<file path="src/rph_pkg.sv">
// Shared constants and types of the receive packet handler
package rph_pkg;
    // Length modes
    localparam logic [1:0] LEN_FIXED = 2'h0;
    localparam logic [1:0] LEN_VAR   = 2'h1;
    localparam logic [1:0] LEN_INF   = 2'h2;
    // Address check modes
    localparam logic [1:0] ADR_NONE  = 2'h0;
    localparam logic [1:0] ADR_BC0   = 2'h2;
    localparam logic [1:0] ADR_BC01  = 2'h3;
    localparam logic [7:0] BCAST_LOW  = 8'h00;
    localparam logic [7:0] BCAST_HIGH = 8'hff;
    localparam logic [7:0] INF_MARK   = 8'hff;
    // Sync qualifier: bit 2 asks for carrier sense, low bits pick the match
    localparam int         SYNC_CS_BIT = 2;
    localparam logic [1:0] SYNC_NONE   = 2'h0;
    localparam logic [1:0] SYNC_15_16  = 2'h1;
    localparam logic [1:0] SYNC_16_16  = 2'h2;
    localparam logic [5:0] MATCH_15    = 6'h0f;
    localparam logic [5:0] MATCH_16    = 6'h10;
    localparam logic [5:0] MATCH_30    = 6'h1e;
    // CRC
    localparam logic [15:0] CRC_INIT    = 16'hffff;
    localparam logic [15:0] CRC_POLY    = 16'h8005;
    localparam logic [15:0] CRC_RESIDUE = 16'h0000;
    // Length limits
    localparam logic [7:0] FLUSH_MAX_VAR = 8'h3f;
    localparam logic [7:0] STATUS_BYTES  = 8'h02;
    localparam logic [7:0] ZERO_LEN      = 8'h00;
    localparam logic [7:0] ONE_BYTE      = 8'h01;
    // Status byte two
    localparam int         CRC_OK_BIT = 7;
    localparam logic [6:0] STAT_RSVD  = 7'h00;
    // End of receive next state
    localparam logic [1:0] RXEND_STAY_RX = 2'h3;
    localparam logic [2:0] BIT_LAST = 3'h7;

    typedef struct packed {
        logic [1:0] length_mode;
        logic [7:0] packet_length_limit;
        logic [1:0] address_check_mode;
        logic [7:0] node_address;
        logic       crc_enable;
        logic       crc_flush_enable;
        logic       status_append_enable;
        logic [7:0] sync_word_high;
        logic [7:0] sync_word_low;
        logic [2:0] sync_mode;
        logic [1:0] rx_end_next_state;
    } rph_cfg_type;

    typedef struct packed {
        logic       valid;
        logic [7:0] data;
    } rph_fifo_wr_type;

    typedef enum logic [3:0] {
        ST_IDLE  = 4'h0,
        ST_HUNT  = 4'h1,
        ST_LEN   = 4'h2,
        ST_ADDR  = 4'h3,
        ST_PAY   = 4'h4,
        ST_CRC1  = 4'h5,
        ST_CRC2  = 4'h6,
        ST_CHECK = 4'h7,
        ST_STAT1 = 4'h8,
        ST_STAT2 = 4'h9,
        ST_END   = 4'ha
    } rph_state_type;
endpackage : rph_pkg

</file>
<file path="src/rph_crc16.sv">
// Bytewise CRC-16 engine for the receive packet handler
`timescale 1ns/1ps
`default_nettype none
module rph_crc16 (
    input  wire logic        clk,
    input  wire logic        rstn,
    input  wire logic        start,
    input  wire logic        feed,
    input  wire logic [7:0]  data,
    output logic      [15:0] crc
);
    logic [15:0] crc_q;

    // One byte through the polynomial, MSB first
    function automatic logic [15:0] crc_step(input logic [15:0] c, input logic [7:0] d);
        logic [15:0] r;
        r = c;
        for (int i = 7; i >= 0; i--) begin
            r = (r[15] ^ d[i]) ? ({r[14:0], 1'b0} ^ rph_pkg::CRC_POLY) : {r[14:0], 1'b0};
        end
        return r;
    endfunction : crc_step

    // Feeding the checksum bytes too leaves a zero residue on a match
    always_ff @(posedge clk or negedge rstn) begin
        if (!rstn) begin
            crc_q <= rph_pkg::CRC_INIT;
        end else if (start) begin
            crc_q <= rph_pkg::CRC_INIT;
        end else if (feed) begin
            crc_q <= crc_step(crc_q, data);
        end
    end

    assign crc = crc_q;
endmodule : rph_crc16
`default_nettype wire

</file>
<file path="src/rph_rx_packet_handler.sv">
// Receive packet handler: sync hunt, length modes, filtering, status append
// Overview of operation
// - First appended status byte is the whole 8-bit signal strength value.
// - Second status byte: top bit CRC good (or CRC off), low seven bits zero.
// - Packet order: preamble, sync, length, address, payload, two CRC bytes.
// - Preamble is alternating bits used only for bit sync before the sync word.
// - Sync word comes from two bytes; modes 3 and 7 search it doubled.
// - Fixed mode receives exactly the length register count; host keeps it nonzero.
// - Variable mode takes first byte as payload length excluding itself and CRC.
// - Variable length byte above the length register discards and restarts hunt.
// - Infinite mode receives until host stops it or changes length mode.
// - Fixed and variable packets hold 1 to 255 payload bytes.
// - Length and mode stay writable; packet ends when counter equals register.
// - Nonzero address check compares node address; 2 adds 0x00, 3 adds 0xFF.
// - Address mismatch discards and restarts hunt; matches go to the FIFO.
// - Infinite mode with address match writes 0xFF, address, then payload.
// - With CRC on, compute CRC over packet and compare with two checksum bytes.
// - CRC flush on and CRC bad: flush whole FIFO, then programmed end state.
// - With flush, packets at most 63 variable or 64 fixed, less two with status; only the variable length byte is checked.
// - Hunt for sync first; only afterwards treat bytes as aligned content.
// - Sync qualifier picks 15/16, 16/16, 30/32; codes 4 to 7 need carrier sense.
// - No FIFO writes and no filtering before a valid sync word.
`timescale 1ns/1ps
`default_nettype none
module rph_rx_packet_handler (
    input  wire logic                    clk,
    input  wire logic                    rstn,
    input  wire rph_pkg::rph_cfg_type    cfg,
    input  wire logic                    rx_start,
    input  wire logic                    rx_stop,
    input  wire logic                    bit_valid,
    input  wire logic                    bit_data,
    input  wire logic                    carrier_sense,
    input  wire logic [7:0]              rssi,
    output rph_pkg::rph_fifo_wr_type     fifo_wr,
    output logic                         fifo_flush,
    output logic                         packet_done,
    output logic                         packet_discard,
    output logic                         sync_found,
    output logic                         crc_ok,
    output logic                         rx_active
);
    rph_pkg::rph_state_type   state_q, state_d;
    rph_pkg::rph_fifo_wr_type wr_q, wr_d;
    logic [7:0]  shift_q;
    logic [2:0]  bit_cnt_q;
    logic        byte_stb_q;
    logic [7:0]  cnt_q, cnt_d;
    logic [7:0]  len_q, len_d;
    logic        pend_q, pend_d;
    logic        flush_q, flush_d;
    logic        done_q, done_d;
    logic        discard_q, discard_d;
    logic        crc_ok_q, crc_ok_d;
    logic        sync_q;
    logic        active_q;
    logic        sync_hit;
    logic [15:0] crc_val;

    rph_sync_detect u_sync (
        .clk           (clk),
        .rstn          (rstn),
        .en            (state_q == rph_pkg::ST_HUNT),
        .bit_valid     (bit_valid),
        .bit_data      (bit_data),
        .carrier_sense (carrier_sense),
        .sync_mode     (cfg.sync_mode),
        .sync_word     ({cfg.sync_word_high, cfg.sync_word_low}),
        .found         (sync_hit)
    );

    // Bytes between sync and the last checksum byte go through the CRC
    wire in_packet = (state_q == rph_pkg::ST_LEN) || (state_q == rph_pkg::ST_ADDR) ||
                     (state_q == rph_pkg::ST_PAY) || (state_q == rph_pkg::ST_CRC1) ||
                     (state_q == rph_pkg::ST_CRC2);
    wire crc_feed  = byte_stb_q && in_packet;

    rph_crc16 u_crc (
        .clk   (clk),
        .rstn  (rstn),
        .start (sync_hit),
        .feed  (crc_feed),
        .data  (shift_q),
        .crc   (crc_val)
    );

    // Byte assembly restarts at the sync hit so bytes line up with it
    always_ff @(posedge clk or negedge rstn) begin
        if (!rstn) begin
            shift_q    <= 8'h00;
            bit_cnt_q  <= 3'h0;
            byte_stb_q <= 1'b0;
        end else begin
            byte_stb_q <= in_packet && bit_valid && (bit_cnt_q == rph_pkg::BIT_LAST);
            if (sync_hit || !in_packet) begin
                bit_cnt_q <= 3'h0;
            end else if (bit_valid) begin
                shift_q   <= {shift_q[6:0], bit_data};
                bit_cnt_q <= bit_cnt_q + 3'h1;
            end
        end
    end

    // Filter decisions on the byte just assembled
    wire [7:0] cnt_next  = cnt_q + rph_pkg::ONE_BYTE;
    wire       flush_big = cfg.crc_flush_enable &&
                           (shift_q > (rph_pkg::FLUSH_MAX_VAR -
                            (cfg.status_append_enable ? rph_pkg::STATUS_BYTES : rph_pkg::ZERO_LEN)));
    wire       len_bad   = (shift_q > cfg.packet_length_limit) ||
                           (shift_q == rph_pkg::ZERO_LEN) || flush_big;
    wire       adr_ok    = (shift_q == cfg.node_address) ||
                           ((cfg.address_check_mode == rph_pkg::ADR_BC0 ||
                             cfg.address_check_mode == rph_pkg::ADR_BC01) &&
                            shift_q == rph_pkg::BCAST_LOW) ||
                           (cfg.address_check_mode == rph_pkg::ADR_BC01 &&
                            shift_q == rph_pkg::BCAST_HIGH);
    wire       adr_on    = cfg.address_check_mode != rph_pkg::ADR_NONE;
    // Live length and mode so the host may retune them mid-packet
    wire       pay_end   = (cfg.length_mode == rph_pkg::LEN_FIXED && cnt_next == cfg.packet_length_limit) ||
                           (cfg.length_mode == rph_pkg::LEN_VAR && cnt_next == len_q);
    wire rph_pkg::rph_state_type after_pay = cfg.crc_enable ? rph_pkg::ST_CRC1 :
                           (cfg.status_append_enable ? rph_pkg::ST_STAT1 : rph_pkg::ST_END);
    wire rph_pkg::rph_state_type after_hdr = pay_end ? after_pay : rph_pkg::ST_PAY;
    wire       crc_good  = crc_val == rph_pkg::CRC_RESIDUE;

    // Packet sequencing
    always_comb begin
        state_d   = state_q;
        wr_d      = '0;
        cnt_d     = cnt_q;
        len_d     = len_q;
        pend_d    = 1'b0;
        flush_d   = 1'b0;
        done_d    = 1'b0;
        discard_d = 1'b0;
        crc_ok_d  = crc_ok_q;
        case (state_q)
            rph_pkg::ST_IDLE: begin
                if (rx_start) begin
                    state_d = rph_pkg::ST_HUNT;
                end
            end
            rph_pkg::ST_HUNT: begin
                cnt_d = rph_pkg::ZERO_LEN;
                if (sync_hit) begin
                    state_d = (cfg.length_mode == rph_pkg::LEN_VAR) ? rph_pkg::ST_LEN :
                              (adr_on ? rph_pkg::ST_ADDR : rph_pkg::ST_PAY);
                end
            end
            rph_pkg::ST_LEN: begin
                if (byte_stb_q) begin
                    if (len_bad) begin
                        discard_d = 1'b1;
                        state_d   = rph_pkg::ST_HUNT;
                    end else begin
                        len_d      = shift_q;
                        wr_d.valid = 1'b1;
                        wr_d.data  = shift_q;
                        state_d    = adr_on ? rph_pkg::ST_ADDR : rph_pkg::ST_PAY;
                    end
                end
            end
            rph_pkg::ST_ADDR: begin
                if (byte_stb_q) begin
                    if (!adr_ok) begin
                        discard_d = 1'b1;
                        state_d   = rph_pkg::ST_HUNT;
                    end else begin
                        cnt_d      = cnt_next;
                        wr_d.valid = 1'b1;
                        state_d    = after_hdr;
                        if (cfg.length_mode == rph_pkg::LEN_INF) begin
                            wr_d.data = rph_pkg::INF_MARK;
                            pend_d    = 1'b1;
                        end else begin
                            wr_d.data = shift_q;
                        end
                    end
                end
            end
            rph_pkg::ST_PAY: begin
                if (byte_stb_q) begin
                    cnt_d      = cnt_next;
                    wr_d.valid = 1'b1;
                    wr_d.data  = shift_q;
                    if (pay_end) begin
                        state_d = after_pay;
                    end
                end
            end
            rph_pkg::ST_CRC1: begin
                if (byte_stb_q) begin
                    state_d = rph_pkg::ST_CRC2;
                end
            end
            rph_pkg::ST_CRC2: begin
                if (byte_stb_q) begin
                    state_d = rph_pkg::ST_CHECK;
                end
            end
            rph_pkg::ST_CHECK: begin
                crc_ok_d = crc_good;
                if (cfg.crc_flush_enable && !crc_good) begin
                    flush_d = 1'b1;
                    state_d = rph_pkg::ST_END;
                end else begin
                    state_d = cfg.status_append_enable ? rph_pkg::ST_STAT1 : rph_pkg::ST_END;
                end
            end
            rph_pkg::ST_STAT1: begin
                if (!cfg.crc_enable) begin
                    crc_ok_d = 1'b1;
                end
                wr_d.valid = 1'b1;
                wr_d.data  = rssi;
                state_d    = rph_pkg::ST_STAT2;
            end
            rph_pkg::ST_STAT2: begin
                wr_d.valid = 1'b1;
                wr_d.data  = {crc_ok_q, rph_pkg::STAT_RSVD};
                state_d    = rph_pkg::ST_END;
            end
            rph_pkg::ST_END: begin
                done_d  = 1'b1;
                state_d = (cfg.rx_end_next_state == rph_pkg::RXEND_STAY_RX) ?
                          rph_pkg::ST_HUNT : rph_pkg::ST_IDLE;
            end
            default: begin
                state_d = rph_pkg::ST_IDLE;
            end
        endcase
        // Address byte that follows the infinite-mode marker
        if (pend_q) begin
            wr_d.valid = 1'b1;
            wr_d.data  = shift_q;
        end
        if (rx_stop) begin
            state_d = rph_pkg::ST_IDLE;
        end
    end

    // State and registered outputs
    always_ff @(posedge clk or negedge rstn) begin
        if (!rstn) begin
            state_q   <= rph_pkg::ST_IDLE;
            wr_q      <= '0;
            cnt_q     <= 8'h00;
            len_q     <= 8'h00;
            pend_q    <= 1'b0;
            flush_q   <= 1'b0;
            done_q    <= 1'b0;
            discard_q <= 1'b0;
            crc_ok_q  <= 1'b0;
            sync_q    <= 1'b0;
            active_q  <= 1'b0;
        end else begin
            state_q   <= state_d;
            wr_q      <= wr_d;
            cnt_q     <= cnt_d;
            len_q     <= len_d;
            pend_q    <= pend_d;
            flush_q   <= flush_d;
            done_q    <= done_d;
            discard_q <= discard_d;
            crc_ok_q  <= crc_ok_d;
            sync_q    <= sync_hit;
            active_q  <= state_d != rph_pkg::ST_IDLE;
        end
    end

    assign fifo_wr        = wr_q;
    assign fifo_flush     = flush_q;
    assign packet_done    = done_q;
    assign packet_discard = discard_q;
    assign sync_found     = sync_q;
    assign crc_ok         = crc_ok_q;
    assign rx_active      = active_q;
endmodule : rph_rx_packet_handler
`default_nettype wire

</file>
<file path="src/rph_sync_detect.sv">
// Sync word correlator for the receive packet handler
`timescale 1ns/1ps
`default_nettype none
module rph_sync_detect (
    input  wire logic       clk,
    input  wire logic       rstn,
    input  wire logic       en,
    input  wire logic       bit_valid,
    input  wire logic       bit_data,
    input  wire logic       carrier_sense,
    input  wire logic [2:0] sync_mode,
    input  wire logic [15:0] sync_word,
    output logic            found
);
    logic [31:0] sr_q;
    logic        found_q;

    // Count of ones in a word
    function automatic logic [5:0] ones32(input logic [31:0] v);
        logic [5:0] n;
        n = 6'h00;
        for (int i = 0; i < 32; i++) begin
            n = n + {5'h00, v[i]};
        end
        return n;
    endfunction : ones32

    // Agreement with the word, single and doubled
    wire  [5:0] agree16 = ones32({16'h0000, ~(sr_q[15:0] ^ sync_word)});
    wire  [5:0] agree32 = ones32(~(sr_q ^ {sync_word, sync_word}));
    wire  [1:0] sub     = sync_mode[1:0];
    wire        cs_ok   = ~sync_mode[rph_pkg::SYNC_CS_BIT] | carrier_sense;
    wire        hit     = (sub == rph_pkg::SYNC_NONE)  ? 1'b1 :
                          (sub == rph_pkg::SYNC_15_16) ? (agree16 >= rph_pkg::MATCH_15) :
                          (sub == rph_pkg::SYNC_16_16) ? (agree16 == rph_pkg::MATCH_16) :
                          (agree32 >= rph_pkg::MATCH_30);

    // Preamble bits merely pass through the correlator; cleared whenever en is low (not hunting)
    always_ff @(posedge clk or negedge rstn) begin
        if (!rstn) begin
            sr_q    <= 32'h0000_0000;
            found_q <= 1'b0;
        end else begin
            found_q <= en & ~found_q & hit & cs_ok;
            if (!en) begin
                sr_q <= 32'h0000_0000;
            end else if (bit_valid) begin
                sr_q <= {sr_q[30:0], bit_data};
            end
        end
    end

    assign found = found_q;
endmodule : rph_sync_detect
`default_nettype wire

</file>
<file path="config.mk">
export PLATFORM = sky130hd
export DESIGN_NAME = rph_rx_packet_handler
export DESIGN_NICKNAME = d
export VERILOG_FILES = /design/src/rph_pkg.sv /design/src/rph_crc16.sv /design/src/rph_rx_packet_handler.sv /design/src/rph_sync_detect.sv
export SDC_FILE = /design/constraint.sdc
export NUM_CORES = 1
export LEC_CHECK = 0
export BUFFER_PORTS_ARGS = -buffer_cell sky130_fd_sc_hd__buf_2
export CAP_MARGIN = 0
export CORE_UTILIZATION = 62
export CTS_BUF_LIST = sky130_fd_sc_hd__clkbuf_4
export DETAILED_ROUTE_END_ITERATION = 10
export HOLD_SLACK_MARGIN = 0.06
export PLACE_DENSITY = 0.89
export SLEW_MARGIN = 25
export SYNTH_ARGS = -nofsm -noshare
export SYNTH_HDL_FRONTEND = slang
export SYNTH_SLANG_ARGS = --single-unit
</file>
<file path="constraint.sdc">
create_clock -name clk -period 7.6 [get_ports clk]
set_input_delay 0.38 -clock clk [delete_from_list [all_inputs] [get_ports clk]]
set_output_delay 0.38 -clock clk [all_outputs]
set_load 0.02 [all_outputs]
</file>
==> reports/results.ini <==
[global_routing]
grt_pass1_vias=5181
grt_max_degree=80
antenna_found_initial=0
grt_overflow=0
first_pass_grt_wire_length_mm=26.2
groute.usage.overall=0.298

[synthesis]
synth_cell_type_count=66
post_synth_mux_area_share=0.0756
synth_compound_gate_area_share=0.125
postSynth.asyncResetShare=1.00
ys_ff_latch=97
xor_xnor_fraction_of_synth_area=0.116
mappedNetlistNets=807
synth-simple-area-share=0.127
yosys_most_used_dff=sky130_fd_sc_hd__dfrtp_1
synth_top_family_by_area=adder cells
postSynthCellCount=693
seq_total_area_yosys=0.357
synth-warning-count=0
synthesis.area_per_instance_sq_um=9.89
synth_adder_area_share=0.135
synth_edf_count=0
synthesis.area_sq_um=6860

[timing]
final.setup.tns_ns=0
fin_hold_ws_ns=0.101
maxSlewHeadroom=0.313
grt_setup_unrepaired=false
clock.fmax_mhz=163
finalSetupViolCount=0
period_minus_slack_ns=6.15
worst_pin_slew_ns=1.03
clock_skew_ns=0.0167
timing_hold_violations_final=0
min_period_over_period=0.810
finalMaxSlewViolations=0

[routing]
drc=0
highest-signal-layer=met4
drt-met1-wl_mm=6.94
vias_per_inst=6.07
drt-pass1-iter-count=5
drt_first_iter_violations=532
routed_length_per_instance_um=18.3
route.vias.total=5404
wl_met2_mm=7.70
detailroute.wirelength.met3_mm=1.27
antenna_left=0
drt_wl_total_mm=16.3

[power]
power_frac_clock=0.140
pwr-share-comb=0.513
internal_power_uw=1120
power.net_switching_uw=781
totalPowerFinal_uw=1900
seq_power_share=0.347
sw_frac_of_total=0.411
vdd.ir_drop.worst_v=0.000300
power-per-cell-area_nw_per_um2=258
static-leakage-power_uw=0.00358

[setup_path]
slowest_delay_ns=0.59
critical_path.endpoint_type=register
kind_of_launch_point_of_the_worst_setup_path=register
crit_path_frequent_cell=sky130_fd_sc_hd__fa_1
timing.critical_path.fanout_max=3
timing.setup.critical_path_class=reg -> reg
critical_path.cell_chain=xnor2_1, ha_1, inv_1, fa_1, fa_1, fa_1, fa_1, fa_1, fa_1, inv_1, fa_1, inv_1, fa_1, inv_1, a21o_1, a21oi_1, xor2_1, nor4_1, o22a_1, a21oi_1, a2111oi_0
cp.arrival_ns=6.49
reg2reg_to=u_sync.found
setup.worst_path.start=u_sync.sr_q[0]
critPathSlowestCell=sky130_fd_sc_hd__fa_1
wp_data_required_ns=7.94
ff2ff_path_depth=21
reg2reg_slack_ns=1.45
worst_r2r_startpoint=u_sync.sr_q[0]

[finish]
nets=859
drive_gt1_frac=0.180
layoutNonFillerInstCount=890
num_antenna_cells=0
fin_area_sq_um=7360
area_added_between_synthesis_and_finish_pct=7.30

[floorplan]
initial_core_util=0.635
boundaryPins=74
dieArea_sq_um=11500
cell_rows=38
design.core.area_sq_um=10800
die_height_um=107
dieWidth_um=107

[cts]
postCtsSetupBuffers=0
clkLatencyLatePin_ns=0.46
clk_pin_slew_ns=0.16
cts_max_path_buffers=2
cts.sink_count=97
tritoncts.num_buffers=9
tritoncts=done
cts-htree-levels=3
cts_root_buffer=sky130_fd_sc_hd__clkbuf_4

[run]
max_cap_violations=0

[placed_design]
dp.final_hpwl_mm=12.4
gp_routability_congestion=0.937
io_buffer_count=73
dpl.cell_count=873
placedInstanceArea_sq_um=7210

[hold_path]
holdCritPathClass=in -> reg
min_path_cells=2
hp-start=cfg[4]
worstHoldEndpoint=u_sync.found

[outcome]
status=complete, no violations

==> cells in the final DEF (no fill, tap or decap), types with 3 or more instances in the layout <==
master                      instances
sky130_fd_sc_hd__ha_1              23
sky130_fd_sc_hd__o31ai_1            5
sky130_fd_sc_hd__nor3_1             9
sky130_fd_sc_hd__nor4_1            11
sky130_fd_sc_hd__xnor2_1           43
sky130_fd_sc_hd__dfstp_2           16
sky130_fd_sc_hd__nand2b_1           4
sky130_fd_sc_hd__a21o_1             6
sky130_fd_sc_hd__xor2_1            45
sky130_fd_sc_hd__a21oi_1           41
sky130_fd_sc_hd__dfrtp_1           81
sky130_fd_sc_hd__and3_1             5
sky130_fd_sc_hd__mux2_2            14
sky130_fd_sc_hd__buf_2             72
sky130_fd_sc_hd__mux2i_1           36
sky130_fd_sc_hd__nand4_1            6
sky130_fd_sc_hd__inv_6              3
sky130_fd_sc_hd__nor2b_1            7
sky130_fd_sc_hd__a31oi_1            5
sky130_fd_sc_hd__o2bb2ai_1          8
sky130_fd_sc_hd__or2_2              4
sky130_fd_sc_hd__or3_1              7
sky130_fd_sc_hd__o22ai_1            3
sky130_fd_sc_hd__nor2_1            75
sky130_fd_sc_hd__o21ai_0           25
sky130_fd_sc_hd__o22a_1             8
sky130_fd_sc_hd__fa_1              32
sky130_fd_sc_hd__inv_1             62
sky130_fd_sc_hd__o211ai_1           5
sky130_fd_sc_hd__nand2_1           20
sky130_fd_sc_hd__nand3_1           14
sky130_fd_sc_hd__clkbuf_4          11
==> state kept, by name, indices dropped and copies added, names as in the netlist, 3 cells and up <==
name         flops
shift_q          8
state_q          4
len_q            8
u_sync.sr_q     32
u_crc.crc       16
bit_cnt_q        3
fifo_wr          9
cnt_q            8
==> power groups by stage <==
| stage | Clock, uW | Combinational [uW] | Sequential (uW) |
|---|---|---|---|
| finish | 266 | 976 | 659 |
| global route | 290 | 1110 | 665 |
| CTS | 272 | 981 | 657 |
| detailed placement | 0 | 977 | 666 |
| global placement | 0 | 907 | 662 |
| floorplan | 0 | 797 | 628 |
==> per-stage QoR <==
stage | worst slack (ns) | util
after CTS | 1.45 | 0.681
after global routing | 1.15 | 0.682
final | 1.45 | 0.682
after floorplan | 1.83 | -
after global placement | 1.61 | 0.668
after detailed placement | 1.36 | 0.668
==> worst max-delay path, delay by kind of cell (launching register included) <==
kind / cells / cell delay, ns
AND/OR/NAND/NOR: 1 / 0.25
buffers and inverters: 4 / 0.25
AO/OA/AOI/OAI: 5 / 0.91
flip-flops: 1 / 0.44
XOR/XNOR: 2 / 0.23
adder cells (fa/ha/maj): 9 / 3.94
==> timing repair <==
| action | 4_1_cts | 5_1_grt |
|---|---|---|
| hold endpoints to repair | 18 | 0 |
| resized for setup | 0 | 0 |
| setup endpoints to repair | 0 | 0 |
| hold buffers | 1 | 0 |
==> cell families (layout without fill, tap and decap cells) <==
logic type      after synthesis  in the layout
simple gates                175            175
compound gates              129            129
buf+inv                      98            155
flops                        97             97
xor+xnor                     89             89
fa+ha+maj                    55             55
mux                          50             50
==> synthesized netlist by cell type (3+ instances only) <==
cell type,instances,area [sq um]
sky130_fd_sc_hd__mux2_2,14,158
sky130_fd_sc_hd__buf_6,7,78.8
sky130_fd_sc_hd__nand2_1,20,75.1
sky130_fd_sc_hd__a21oi_1,41,205
sky130_fd_sc_hd__o22ai_1,3,18.8
sky130_fd_sc_hd__nor2_1,75,282
sky130_fd_sc_hd__nand3_1,14,70.1
sky130_fd_sc_hd__mux2i_1,36,360
sky130_fd_sc_hd__ha_1,23,288
sky130_fd_sc_hd__or3_1,7,43.8
sky130_fd_sc_hd__dfstp_2,16,420
sky130_fd_sc_hd__o211ai_1,5,37.5
sky130_fd_sc_hd__and3_1,5,31.3
sky130_fd_sc_hd__clkbuf_1,19,71.3
sky130_fd_sc_hd__buf_2,5,25.0
sky130_fd_sc_hd__xnor2_1,43,377
sky130_fd_sc_hd__fa_1,32,641
sky130_fd_sc_hd__dfrtp_1,81,2030
sky130_fd_sc_hd__o2bb2ai_1,8,70.1
sky130_fd_sc_hd__a21o_1,6,45.0
sky130_fd_sc_hd__nand2b_1,4,25.0
sky130_fd_sc_hd__a31oi_1,5,31.3
sky130_fd_sc_hd__nor4_1,11,68.8
sky130_fd_sc_hd__o31ai_1,6,45.0
sky130_fd_sc_hd__nor3_1,9,45.0
sky130_fd_sc_hd__or2_2,4,25.0
sky130_fd_sc_hd__xor2_1,45,394
sky130_fd_sc_hd__o21ai_0,25,125
sky130_fd_sc_hd__nand4_1,6,37.5
sky130_fd_sc_hd__o22a_1,8,70.1
sky130_fd_sc_hd__inv_1,62,233
sky130_fd_sc_hd__nor2b_1,7,43.8
==> layout make-up <==
class / count / area (sq um)
multi-input combinational: 498 / 3970
fill: 806 / 3440
sequential: 97 / 2450
timing repair buffer: 76 / 397
inverter: 63 / 236
tap: 140 / 175
clock buffer: 11 / 82.6
clock inverter: 5 / 45.0
==> how the worst max path moves through the flow <==
stage                   end  slack (ns)  depth (start not counted)
2_1_floorplan  u_sync.found        1.83                         21
5_1_grt        u_sync.found        1.15                         21
4_1_cts        u_sync.found        1.45                         21
3_3_place_gp   u_sync.found        1.61                         22
3_5_place_dp   u_sync.found        1.36                         22
6_report       u_sync.found        1.45                         21
==> per-layer routing <==
layer,global-route usage,vias to the layer above
li1,-,2477
met1,0.419,2646
met2,0.469,243
met3,0.0584,38
met4,0.0871,0
met5,0,-
Power figures use the tool's default switching activity.
